**config.mk**
```make
export PLATFORM = sky130hd
export DESIGN_NAME = onchip_debug_unit
export DESIGN_NICKNAME = d
export VERILOG_FILES = /design/src/rtl/dbg_pkg.sv /design/src/rtl/onchip_debug_unit.sv
export SDC_FILE = /design/constraint.sdc
export NUM_CORES = 1
export LEC_CHECK = 0
export ABC_AREA = 0
export BUFFER_PORTS_ARGS = -buffer_cell sky130_fd_sc_hd__clkbuf_2
export CORE_MARGIN = 1.5
export CORE_UTILIZATION = 55
export DETAILED_ROUTE_END_ITERATION = 8
export GPL_ROUTABILITY_DRIVEN = 0
export GPL_TIMING_DRIVEN = 0
export PLACE_DENSITY = 0.77
export SLEW_MARGIN = 20
export SYNTH_ARGS = -nofsm -noshare
export SYNTH_HDL_FRONTEND = slang
export SYNTH_SLANG_ARGS = --single-unit
```
**constraint.sdc**
```tcl
create_clock -name sys_clk_i -period 3 [get_ports sys_clk_i]
set_input_delay 0.45 -clock sys_clk_i [delete_from_list [all_inputs] [get_ports sys_clk_i]]
set_output_delay 0.45 -clock sys_clk_i [all_outputs]
set_load 0.1 [all_outputs]
```
**src/rtl/dbg_pkg.sv**
```systemverilog
package dbg_pkg;

	localparam int ADDR_W = 3;
	localparam int DATA_W = 16;
	localparam int FIFO_DEPTH = 8;
	localparam int BYTE_W = 8;

	// register offsets
	localparam logic [ADDR_W-1:0] OFS_CMP_A = 3'h0;
	localparam logic [ADDR_W-1:0] OFS_CMP_B = 3'h1;
	localparam logic [ADDR_W-1:0] OFS_CTRL = 3'h2;
	localparam logic [ADDR_W-1:0] OFS_TRIG = 3'h3;
	localparam logic [ADDR_W-1:0] OFS_STATUS = 3'h4;
	localparam logic [ADDR_W-1:0] OFS_FIFO = 3'h5;
	localparam logic [ADDR_W-1:0] OFS_IRQ_ST = 3'h6;
	localparam logic [ADDR_W-1:0] OFS_IRQ_MASK = 3'h7;

	// control register fields
	localparam int CTL_W = 8;
	localparam int CTL_ARM = 7;
	localparam int CTL_BRK = 6;
	localparam int CTL_TAG = 5;
	localparam int CTL_CAPDATA = 4;
	localparam int CTL_QEN_A = 3;
	localparam int CTL_SEL_A = 2;
	localparam int CTL_QEN_B = 1;
	localparam int CTL_SEL_B = 0;

	// trigger register fields
	localparam int TRIG_W = 4;
	localparam int TRIG_BEGIN = 3;
	localparam int MODE_W = 3;

	// status register fields
	localparam int ST_CNT_LSB = 0;
	localparam int ST_ARMED = 4;
	localparam int ST_TRACE = 5;

	// interrupt status fields
	localparam int IRQ_W = 3;
	localparam int IRQ_MATCH = 0;
	localparam int IRQ_FULL = 1;
	localparam int IRQ_DONE = 2;

	// reset values
	localparam logic [DATA_W-1:0] CMP_RST = 16'h0000;
	localparam logic [CTL_W-1:0] CTRL_RST = 8'h00;
	localparam logic [TRIG_W-1:0] TRIG_RST = 4'h0;
	localparam logic [IRQ_W-1:0] IRQ_RST = 3'h0;

	typedef enum logic [MODE_W-1:0] {
		MODE_A_ONLY,
		MODE_A_OR_B,
		MODE_A_AND_BDATA,
		MODE_INSIDE,
		MODE_OUTSIDE
	} trig_mode_t;

	typedef struct packed {
		logic [DATA_W-1:0] addr;
		logic [BYTE_W-1:0] wdata;
		logic [BYTE_W-1:0] rdata;
		logic read;
		logic valid;
		logic exec;
		logic cof;
		logic [DATA_W-1:0] cof_addr;
	} cpu_bus_t;

	typedef struct packed {
		logic [ADDR_W-1:0] addr;
		logic [DATA_W-1:0] wdata;
		logic wr;
		logic rd;
	} reg_req_t;

endpackage

```
**src/rtl/onchip_debug_unit.sv**
```systemverilog
// Operation
// capture fifo holds eight entries of address or data, per trigger setup
// registers and fifo are reached by the background debug controller port
// two 16-bit comparators, optional direction and opcode qualification
// each comparator has its own bit to ignore bus direction
// with opcode tracking, only an executed opcode triggers, not a fetch; MODE_A_AND_BDATA still keys on any valid access
// comparators do magnitude checks for inside and outside range modes
// no comparator matches during any background debug controller access
// comparator A always compares the full 16-bit cpu address
// comparator B compares address or 8-bit data, chosen by trigger mode
// data compare uses write bus only when A qualify is 1 and select 0
// qualified match raises a breakpoint request when enabled
// qualified match stores the data bus value in data capture mode
// begin trace match starts change-of-flow recording
// end trace match stops change-of-flow recording
// configure first, then arm; storing stops when full or ended
// status shows the number of valid fifo words as they are stored
// manual disarm below full shifts the fifo contents by one position
// fifo reads return entries oldest first
// valid count is four bits, saturating at eight when full
`timescale 1ns/1ps
module onchip_debug_unit
	import dbg_pkg::*;
#(
	parameter int DEPTH = FIFO_DEPTH
) (
	input wire logic sys_clk_i,
	input wire logic rstn_i,
	input wire reg_req_t req_i,
	input wire logic background_debug_controller_access_i,
	input wire cpu_bus_t bus_i,
	output logic [DATA_W-1:0] rdata_o,
	output logic brk_o,
	output logic irq_o
);

	localparam int PTR_W = $clog2(DEPTH);
	localparam int CNT_W = $clog2(DEPTH + 1);
	localparam logic [CNT_W-1:0] FULL_CNT = CNT_W'(DEPTH);
	localparam logic [CNT_W-1:0] CNT_ONE = CNT_W'(1);
	localparam logic [PTR_W-1:0] PTR_ONE = PTR_W'(1);

	logic [DATA_W-1:0] cmp_a_q, cmp_a_d;
	logic [DATA_W-1:0] cmp_b_q, cmp_b_d;
	logic [CTL_W-1:0] ctrl_q, ctrl_d;
	logic [TRIG_W-1:0] trig_q, trig_d;
	logic [IRQ_W-1:0] irq_st_q, irq_st_d;
	logic [IRQ_W-1:0] irq_mask_q, irq_mask_d;
	logic armed_q, armed_d;
	logic trace_q, trace_d;
	logic [PTR_W-1:0] wr_ptr_q, wr_ptr_d;
	logic [PTR_W-1:0] rd_ptr_q, rd_ptr_d;
	logic [CNT_W-1:0] cnt_q, cnt_d;
	logic [DATA_W-1:0] mem_q [DEPTH];
	logic [DATA_W-1:0] rdata_d;
	logic brk_d;
	logic irq_d;

	logic push, pad, pop, halt, arm_wr;
	logic [DATA_W-1:0] push_data;
	logic [IRQ_W-1:0] ev;
	trig_mode_t mode;

	// comparator datapath
	logic qen_a, sel_a, qen_b, sel_b;
	logic qual_a, qual_b, strobe;
	logic a_eq, a_ge, b_eq, b_le, b_eq_data;
	logic [BYTE_W-1:0] bdata;
	logic hit, match;

	always_comb begin
		mode = trig_mode_t'(trig_q[MODE_W-1:0]);
		qen_a = ctrl_q[CTL_QEN_A];
		sel_a = ctrl_q[CTL_SEL_A];
		qen_b = ctrl_q[CTL_QEN_B];
		sel_b = ctrl_q[CTL_SEL_B];
		// select 1 means read; a cleared enable ignores direction
		qual_a = !qen_a || (bus_i.read == sel_a);
		qual_b = !qen_b || (bus_i.read == sel_b);
		// opcode tracking needs the execute strobe, a fetch alone is not enough
		strobe = ctrl_q[CTL_TAG] ? bus_i.exec : bus_i.valid;
		a_eq = bus_i.addr == cmp_a_q;
		a_ge = bus_i.addr >= cmp_a_q;
		b_le = bus_i.addr <= cmp_b_q;
		b_eq = bus_i.addr == cmp_b_q;
		bdata = (qen_a && !sel_a) ? bus_i.wdata : bus_i.rdata;
		b_eq_data = bdata == cmp_b_q[BYTE_W-1:0];
		unique case (mode)
			MODE_A_ONLY: hit = a_eq && qual_a && strobe;
			MODE_A_OR_B: hit = ((a_eq && qual_a) || (b_eq && qual_b)) && strobe;
			// a data compare is never an opcode, so it keys on any valid access
			MODE_A_AND_BDATA: hit = a_eq && b_eq_data && qual_a && qual_b && bus_i.valid;
			MODE_INSIDE: hit = a_ge && b_le && qual_a && strobe;
			MODE_OUTSIDE: hit = !(a_ge && b_le) && qual_a && strobe;
			default: hit = 1'b0;
		endcase
		match = hit && !background_debug_controller_access_i;
	end

	// bus slave and capture control
	always_comb begin
		cmp_a_d = cmp_a_q;
		cmp_b_d = cmp_b_q;
		ctrl_d = ctrl_q;
		trig_d = trig_q;
		irq_mask_d = irq_mask_q;
		armed_d = armed_q;
		trace_d = trace_q;
		wr_ptr_d = wr_ptr_q;
		rd_ptr_d = rd_ptr_q;
		cnt_d = cnt_q;
		push = 1'b0;
		pad = 1'b0;
		pop = 1'b0;
		ev = '0;
		arm_wr = req_i.wr && req_i.addr == OFS_CTRL;
		halt = arm_wr && armed_q && !req_i.wdata[CTL_ARM];
		push_data = ctrl_q[CTL_CAPDATA] ? {8'h00, bdata} : bus_i.cof_addr;

		if (req_i.wr) begin
			unique case (req_i.addr)
				OFS_CMP_A: cmp_a_d = req_i.wdata;
				OFS_CMP_B: cmp_b_d = req_i.wdata;
				OFS_CTRL: ctrl_d = req_i.wdata[CTL_W-1:0];
				OFS_TRIG: trig_d = req_i.wdata[TRIG_W-1:0];
				OFS_IRQ_MASK: irq_mask_d = req_i.wdata[IRQ_W-1:0];
				default: ;
			endcase
		end

		if (arm_wr) begin
			armed_d = req_i.wdata[CTL_ARM];
			if (req_i.wdata[CTL_ARM] && !armed_q) begin
				// a new run starts from an empty fifo
				wr_ptr_d = '0;
				rd_ptr_d = '0;
				cnt_d = '0;
				trace_d = !trig_q[TRIG_BEGIN];
			end else if (halt && cnt_q < FULL_CNT) begin
				// one blank word goes in behind the last stored one
				pad = 1'b1;
				wr_ptr_d = wr_ptr_q + PTR_ONE;
				cnt_d = cnt_q + CNT_ONE;
				trace_d = 1'b0;
			end
		end else if (armed_q) begin
			if (match) begin
				ev[IRQ_MATCH] = 1'b1;
			end
			if (ctrl_q[CTL_CAPDATA]) begin
				push = match;
			end else if (trig_q[TRIG_BEGIN]) begin
				// the change of flow in the matching cycle is already kept
				push = (trace_q || match) && bus_i.cof;
				if (match) begin
					trace_d = 1'b1;
				end
			end else begin
				push = trace_q && bus_i.cof && !match;
				if (match) begin
					trace_d = 1'b0;
					armed_d = 1'b0;
					ev[IRQ_DONE] = 1'b1;
				end
			end
			if (push) begin
				wr_ptr_d = wr_ptr_q + PTR_ONE;
				cnt_d = cnt_q + CNT_ONE;
				if (cnt_q == FULL_CNT - CNT_ONE) begin
					armed_d = 1'b0;
					trace_d = 1'b0;
					ev[IRQ_FULL] = 1'b1;
					ev[IRQ_DONE] = 1'b1;
				end
			end
		end else if (req_i.rd && req_i.addr == OFS_FIFO && cnt_q != '0) begin
			// draining is refused while armed so pointers never race
			pop = 1'b1;
			rd_ptr_d = rd_ptr_q + PTR_ONE;
			cnt_d = cnt_q - CNT_ONE;
		end
	end

	// interrupt status and read data
	always_comb begin
		irq_st_d = irq_st_q;
		if (req_i.rd && req_i.addr == OFS_IRQ_ST) begin
			irq_st_d = '0;
		end
		// a new event beats the clear-on-read in the same cycle
		irq_st_d = irq_st_d | ev;
		irq_d = |(irq_st_d & irq_mask_d);
		brk_d = armed_q && !arm_wr && ctrl_q[CTL_BRK] && match;
		rdata_d = '0;
		if (req_i.rd) begin
			unique case (req_i.addr)
				OFS_CMP_A: rdata_d = cmp_a_q;
				OFS_CMP_B: rdata_d = cmp_b_q;
				OFS_CTRL: rdata_d = {8'h00, armed_q, ctrl_q[CTL_ARM-1:0]};
				OFS_TRIG: rdata_d = {12'h000, trig_q};
				OFS_STATUS: rdata_d = {10'h000, trace_q, armed_q, cnt_q};
				OFS_FIFO: rdata_d = (cnt_q != '0) ? mem_q[rd_ptr_q] : '0;
				OFS_IRQ_ST: rdata_d = {13'h0000, irq_st_q};
				OFS_IRQ_MASK: rdata_d = {13'h0000, irq_mask_q};
				default: rdata_d = '0;
			endcase
		end
	end

	always_ff @(posedge sys_clk_i or negedge rstn_i) begin
		if (!rstn_i) begin
			cmp_a_q <= CMP_RST;
			cmp_b_q <= CMP_RST;
			ctrl_q <= CTRL_RST;
			trig_q <= TRIG_RST;
			irq_st_q <= IRQ_RST;
			irq_mask_q <= IRQ_RST;
			armed_q <= 1'b0;
			trace_q <= 1'b0;
			wr_ptr_q <= '0;
			rd_ptr_q <= '0;
			cnt_q <= '0;
			rdata_o <= '0;
			brk_o <= 1'b0;
			irq_o <= 1'b0;
		end else begin
			cmp_a_q <= cmp_a_d;
			cmp_b_q <= cmp_b_d;
			ctrl_q <= ctrl_d;
			trig_q <= trig_d;
			irq_st_q <= irq_st_d;
			irq_mask_q <= irq_mask_d;
			armed_q <= armed_d;
			trace_q <= trace_d;
			wr_ptr_q <= wr_ptr_d;
			rd_ptr_q <= rd_ptr_d;
			cnt_q <= cnt_d;
			rdata_o <= rdata_d;
			brk_o <= brk_d;
			irq_o <= irq_d;
		end
	end

	// capture storage, one word per entry
	for (genvar g = 0; g < DEPTH; g++) begin : g_entry
		logic [DATA_W-1:0] ent_d;
		always_comb begin
			ent_d = mem_q[g];
			if (wr_ptr_q == PTR_W'(g)) begin
				if (push) begin
					ent_d = push_data;
				end else if (pad) begin
					ent_d = '0;
				end
			end
		end
		always_ff @(posedge sys_clk_i or negedge rstn_i) begin
			if (!rstn_i) begin
				mem_q[g] <= '0;
			end else begin
				mem_q[g] <= ent_d;
			end
		end
	end
endmodule

```
After elaboration in Yosys (flattened, before gate mapping)
Index checks and enable logic that the tools add are counted.
Word-level totals
  logic and storage cells: 193
  output and inout port bits: 18
  flip-flop bits (word level): 207
  bits of input ports: 76
Cells by class
  bitwise gates (word level): 3
  $lt $le $gt $ge: 4
  add/sub/neg operators: 4
  reduce and logical (&&, ||, !) cells: 69
  muxes and demuxes: 63
  eq/ne operators: 28
Operators with widths (number)
  16-bit one-hot mux with 8 select lines: 1
  16-bit two-way mux: 7
  16-bit binary-select mux with 3-bit select: 1
  3-bit two-way mux: 14
  16-bit equality test: 2
  1-bit two-way mux: 30
  1-bit logical AND: 29
  3-bit equality test (second input constant): 9
  2-bit AND reduction: 13
  4-bit two-way mux: 6
  3-bit by 2-bit equality test with 1-bit output (second input constant): 6
  16-bit >= comparator: 1
  16-bit <= comparator: 1
  1-bit logical NOT: 10
  3-bit by 1-bit equality test with 1-bit output (second input constant): 3
  3-bit logical NOT: 3
  3-bit AND reduction: 3
  8-bit equality test: 1
  8-bit two-way mux: 1
  2-bit nonzero test: 4
  3-bit by 1-bit adder with 3-bit output (second input constant): 2
  3-bit by 1-bit inequality test with 1-bit output (second input constant): 2
  1-bit one-hot mux with 5 select lines: 1
  4-bit by 1-bit adder with 4-bit output (second input constant): 1
  14 further kinds: 20

Longest topological paths before layout
  word-level depth: 22
  gate-level depth with buffers: 13
  depth with buffers taken out: 11

Worst setup path before layout
OpenSTA, ideal clock, no wires.
  path kind: input to register
  from: in bus_i[43] (netlist name)
  to: reg mem_q[14] (netlist name)
  data required time: 2.875 ns
  path slack: -0.342 ns
  arrival time: 3.217 ns
  path buffers: 1
  cell stages on the path: 11
  library setup time: 0.125 ns
  path through: ha_1 a21oi_1 a311oi_1 a211o_1 o31ai_1 a32oi_1 and3_1 o31a_1 o21ai_2 buf_4 mux2_2
Between the ends
  word-level cells in the longest chain between the ends: 17
  elaborated cells on any way between the ends: 34
  classes of those cells: order compare (2); eq/ne (2); mux (8); reduce/logical (22)
RTL lines
  start, declared: line onchip_debug_unit.sv:31  | input wire cpu_bus_t bus_i,
  16-bit >= comparator (tied with other cells): line onchip_debug_unit.sv:83  | a_ge = bus_i.addr >= cmp_a_q;
  1-bit logical AND, on equally long branches: line onchip_debug_unit.sv:93, onchip_debug_unit.sv:94, onchip_debug_unit.sv:92
  1-bit logical NOT or 1-bit logical AND (tied branches): line onchip_debug_unit.sv:94, onchip_debug_unit.sv:92
  1-bit logical AND, on equally long branches (2 in series): line onchip_debug_unit.sv:94, onchip_debug_unit.sv:92
  1-bit one-hot mux with 5 select lines (*): line onchip_debug_unit.sv:88  | unique case (mode)
  1-bit logical AND (*): line onchip_debug_unit.sv:97  | match = hit && !background_debug_controller_access_i;
  1-bit logical NOT or 1-bit logical OR (tied branches): line onchip_debug_unit.sv:159, onchip_debug_unit.sv:154
  1-bit logical AND, on equally long branches: line onchip_debug_unit.sv:159, onchip_debug_unit.sv:154
  1-bit two-way mux: line onchip_debug_unit.sv:152  | end else if (trig_q[TRIG_BEGIN]) begin
  1-bit two-way mux (*): line onchip_debug_unit.sv:150  | if (ctrl_q[CTL_CAPDATA]) begin
  1-bit two-way mux (*): line onchip_debug_unit.sv:146  | end else if (armed_q) begin
  1-bit two-way mux (*): line onchip_debug_unit.sv:131  | if (arm_wr) begin
  1-bit two-way mux (*): line onchip_debug_unit.sv:146
  1-bit two-way mux (*): line onchip_debug_unit.sv:131
  2-bit nonzero test (no line)
  2-bit AND reduction (no line)
  end signal, assigned by index: line onchip_debug_unit.sv:261  | mem_q[g] <= ent_d;
  end, declared: line onchip_debug_unit.sv:54  | logic [DATA_W-1:0] mem_q [DEPTH];
Mark *: on every way between the ends. The rest lies on a longest branch, timed or not. The select of a mux whose other input is x is not followed.
A chain may end at the register's enable or synchronous reset.

Worst setup path after layout
  from: reg cmp_b_q[4]
  to: reg mem_q[103] (netlist name)
Between the ends
  word-level cells in the longest chain between the ends: 17
  elaborated cells on any way between the ends: 31
  classes of those cells: order compare (1); eq/ne (2); mux (8); reduce/logical (20)
RTL lines
  start, declared: line onchip_debug_unit.sv:44  | logic [DATA_W-1:0] cmp_b_q, cmp_b_d;
  start signal, assigned: line onchip_debug_unit.sv:228  | cmp_b_q <= cmp_b_d;
  16-bit <= comparator or 8-bit equality test (tied branches): line onchip_debug_unit.sv:84, onchip_debug_unit.sv:87
  1-bit logical AND, on equally long branches: line onchip_debug_unit.sv:93, onchip_debug_unit.sv:94, onchip_debug_unit.sv:92
  1-bit logical NOT or 1-bit logical AND (tied branches): line onchip_debug_unit.sv:94, onchip_debug_unit.sv:92
  1-bit logical AND, on equally long branches (2 in series): line onchip_debug_unit.sv:94, onchip_debug_unit.sv:92
  1-bit one-hot mux with 5 select lines (*): line onchip_debug_unit.sv:88
  1-bit logical AND (*): line onchip_debug_unit.sv:97
  1-bit logical NOT or 1-bit logical OR (tied branches): line onchip_debug_unit.sv:159, onchip_debug_unit.sv:154
  1-bit logical AND, on equally long branches: line onchip_debug_unit.sv:159, onchip_debug_unit.sv:154
  1-bit two-way mux: line onchip_debug_unit.sv:152
  1-bit two-way mux (*): line onchip_debug_unit.sv:150
  1-bit two-way mux (*): line onchip_debug_unit.sv:146
  1-bit two-way mux (*): line onchip_debug_unit.sv:131
  1-bit two-way mux (*): line onchip_debug_unit.sv:146
  1-bit two-way mux (*): line onchip_debug_unit.sv:131
  2-bit nonzero test (no line)
  2-bit AND reduction (no line)
Marks and branches as above.

==> results.txt <==
----------------------------------------------------
[Placement]
  Number of port buffers ... 91
  Placed cell count ... 1334
  DPL Wire Length ... 21.8 mm

[Power]
  Overall power consumption ... 10.4 mW
  Cell Pwr Density ... 701 nW/um2
  Static leakage power ... 6.93 nW
  Worst voltage drop across the vdd grid ... 478 uV

[Timing]
  Aggregate negative setup slack ... -85970 ps
  Fin. max-slew vios ... 11
  Clock Skew ... 25.8 ps
  Endpoints failing hold ... 0
  RSZ-0062 raised after global routing ... yes
  Pin slew with the least headroom to its limit ... 1520 ps
  Rel. slew slack ... -0.0102
  Final clock period utilization by the worst path ... 1.24
  Endpoints failing setup ... 139
  Final WS setup ... -733 ps
  Final critical-path required period ... 3730 ps
  Highest achievable clock rate ... 268 MHz

[Die]
  Width of the die ... 146 um
  Overall die area ... 21300 um2
  Effective utilization at floorplan ... 0.559
  Height of the die ... 146 um
  Std-Cell Core Area ... 20100 um2
  Number of rows in the core area ... 52
  IO Count ... 94

[Global route]
  Via count of the first global-routing pass ... 9150
  Maximum number of pins on one net before global-route repair ... 94
  Initial antenna violation count ... 0
  Global-route wire length before repair ... 51.7 mm
  Grt ovf ... 0
  Total Routing Usage GR ... 0.312

[Final layout]
  Area added between synthesis and finish ... 32.1%
  Number of antenna repair diodes ... 0
  Layout cells sized above 1 ... 0.399
  Nets@finish ... 1288
  Post-Layout Cell Count ... 1456
  Utilization of the core after routing ... 0.738

[Routing]
  Routed vias ... 9599
  Routed wire per std cell ... 26.4 um
  Number of nets still failing antenna checks after routing ... 0
  Via count normalized by instance count ... 6.59
  Total wirelength of the detailed-routed design ... 38.4 mm
  Violation count after the first detailed-route iteration ... 996
  Number of detailed-route iterations in the first pass ... 5
  Total DRC errors in the routed layout ... 0

[Synthesis]
  Number of distinct library cell variants in the gate-level netlist after synthesis ... 72
  Gate count of the mapped netlist ... 971
  Post-synth ARST share ... 1.00
  Leading post-synthesis cells by cell area ... sky130_fd_sc_hd__dfrtp_1 (46%), sky130_fd_sc_hd__mux2_2 (12%), sky130_fd_sc_hd__mux4_2 (6.6%)
  Top cell type by total area after synthesis ... sky130_fd_sc_hd__dfrtp_1
  Area share of the largest cell type after synthesis ... 0.461
  Post-synth net total ... 1089
  Library cell with the highest instance count after synthesis ... sky130_fd_sc_hd__dfrtp_1
  Count of yosys warnings during synthesis ... 0
  Post-synth top flop ... sky130_fd_sc_hd__dfrtp_1
  Synth Area per Inst ... 11.6 um2
  Flip-flop and latch count after synthesis ... 207
  Most frequent cells after synthesis ... sky130_fd_sc_hd__dfrtp_1 (207), sky130_fd_sc_hd__mux2_2 (124), sky130_fd_sc_hd__nand2_1 (100), sky130_fd_sc_hd__inv_1 (57), sky130_fd_sc_hd__a21oi_1 (56)
  Sequential fraction of the synthesis area ... 0.461
  Area of the mapped netlist ... 11200 um2
  Number of synthesized flops with an enable pin ... 0

[Setup path]
  Startpoint class of the critical path ... flop
  Critical path required time ... 3410 ps
  Capturing element of the worst setup path ... mem_q[103]
  Crit path kind ... flop to flop
  Critical register-to-register path endpoint ... mem_q[103]
  Crit path launch ... cmp_b_q[4]
  FF-to-FF setup slack ... -730 ps
  Biggest fanout along the worst timing path ... 7
  Arrival time at the worst endpoint ... 4140 ps
  R2r startpoint ... cmp_b_q[4]
  CP Capture Type ... flop
  R2R depth ... 15

[Run]
  Max-capacitance violation count ... 1

[CTS]
  Clock root buffer ... sky130_fd_sc_hd__clkbuf_16
  TritonCTS clock tree ... done
  Clock slew at the register clock pins of the worst setup and hold paths ... 70 ps
  Clk_lat worst skew ... 540 ps
  Number of buffers on the longest clock path ... 3
  Number of CTS-inserted buffers ... 23
  Number of sinks handled by clock tree synthesis ... 207
  H-tree levels ... 1

[Status]
  Status ... finished, violations left
  Failing checks ... max-capacitance violations, max-slew violations, negative setup slack

[Hold path]
  Hold WC Path Type ... input pin to flop

----------------------------------------------------
where the power goes:
part	internal, mW	switching (mW)	total, mW
Clock	1.90	1.24	3.15
Sequential	3.23	0.340	3.57
Combinational	1.52	2.17	3.68
Total	6.66	3.75	10.4
through the flow:
stage / setup slack (ps) / cell area [um2] / hold slack [ps]
after floorplan: -181 / 11400 / 154
after global placement: -2550 / 12200 / 478
after detailed placement: -1430 / 12300 / 408
after CTS: -534 / 13900 / 138
after global routing: -700 / 14800 / 163
final: -733 / 14800 / 144
flip-flops by register name, indices dropped and copies added (netlist names):
signal and cells:
armed_q 1, brk_o 1, cmp_a_q 16, cmp_b_q 16, cnt_q 4, ctrl_q 7
irq_mask_q 3, irq_o 1, irq_st_q 3, mem_q 128, rd_ptr_q 3, rdata_o 16
trace_q 1, trig_q 4, wr_ptr_q 3
cell type report:
class	count	area (um2)
Multi-Input combinational cell	653	6450
Fill cell	1191	5260
Sequential cell	207	5180
Timing Repair Buffer	175	1490
Clock buffer	30	622
Buffer	53	340
Tap cell	270	338
Inverter	57	214
Clock inverter	11	201
cell usage in the layout, fill, tap and decap left out, drive strengths merged, types with 4 or more instances in the layout:
master and instances:
mux2 124, bufinv 5, clkbuf 157, and3 5, buf 98, nor2 36, o211a 8, mux2i 26
ha 42, o31ai 7, a22o 19, nand2b 5, nand2 101, nor3 4, a21oi 64, o22ai 7
clkinv 4, mux4 33, a211oi 9, nand3 9, o211ai 5, inv 58, o221ai 6, nand4 13
o21ai 48, dfrtp 207, o221a 8, nor4 11, xor2 9, nor2b 7
layer usage:
metal	up-vias	part of all wire	global-route usage
met5	-	0	0
met4	0	0.054	0.138
met3	149	0.082	0.0451
met2	672	0.48	0.514
met1	4808	0.38	0.415
li1	3970	-	-
worst max-delay path: stages (launching register included):
cell	delay [ps]
sky130_fd_sc_hd__dfrtp_2	420
sky130_fd_sc_hd__inv_1	100
sky130_fd_sc_hd__ha_1	280
sky130_fd_sc_hd__nand4_1	300
sky130_fd_sc_hd__nor4_4	430
sky130_fd_sc_hd__buf_4	170
sky130_fd_sc_hd__inv_1	60
sky130_fd_sc_hd__o31ai_4	100
sky130_fd_sc_hd__a221o_1	340
sky130_fd_sc_hd__and3_4	280
sky130_fd_sc_hd__o31ai_4	90
sky130_fd_sc_hd__buf_12	160
sky130_fd_sc_hd__a21oi_4	280
sky130_fd_sc_hd__buf_12	150
sky130_fd_sc_hd__buf_16	120
sky130_fd_sc_hd__mux2_4	300
how the worst min path moves through the flow:
stage | startpoint | to | slack, ps | cells past startpoint
2_1_floorplan | rstn_i | armed_q | 150 | 0
3_3_place_gp | mem_q[67] | mem_q[67] | 480 | 1
5_1_grt | req_i[14] | cmp_b_q[12] | 160 | 3
4_1_cts | req_i[14] | cmp_b_q[12] | 140 | 3
3_5_place_dp | rstn_i | cmp_b_q[9] | 410 | 1
6_report | req_i[14] | cmp_b_q[12] | 140 | 3
timing repair:
action                     4_1_cts  5_1_grt
pin swaps                       24       23
gates cloned                     4        3
setup buffers                   52       36
hold buffers                     1        0
hold endpoints to repair        42        0
gates resized for setup         61      143
setup endpoints to repair      143      140
cell families (layout without fill, tap and decap cells):
family / after synthesis / in the layout / share of synthesized area
XOR/XNOR: 10 / 10 / 0.00779
multiplexers: 183 / 183 / 0.214
AO/OA/AOI/OAI: 213 / 213 / 0.136
buffers and inverters: 111 / 326 / 0.0440
adder cells (fa/ha/maj): 42 / 42 / 0.0468
AND/OR/NAND/NOR: 205 / 205 / 0.0912
flip-flops: 207 / 207 / 0.461
Note: power is estimated with default switching activity, not from simulation.
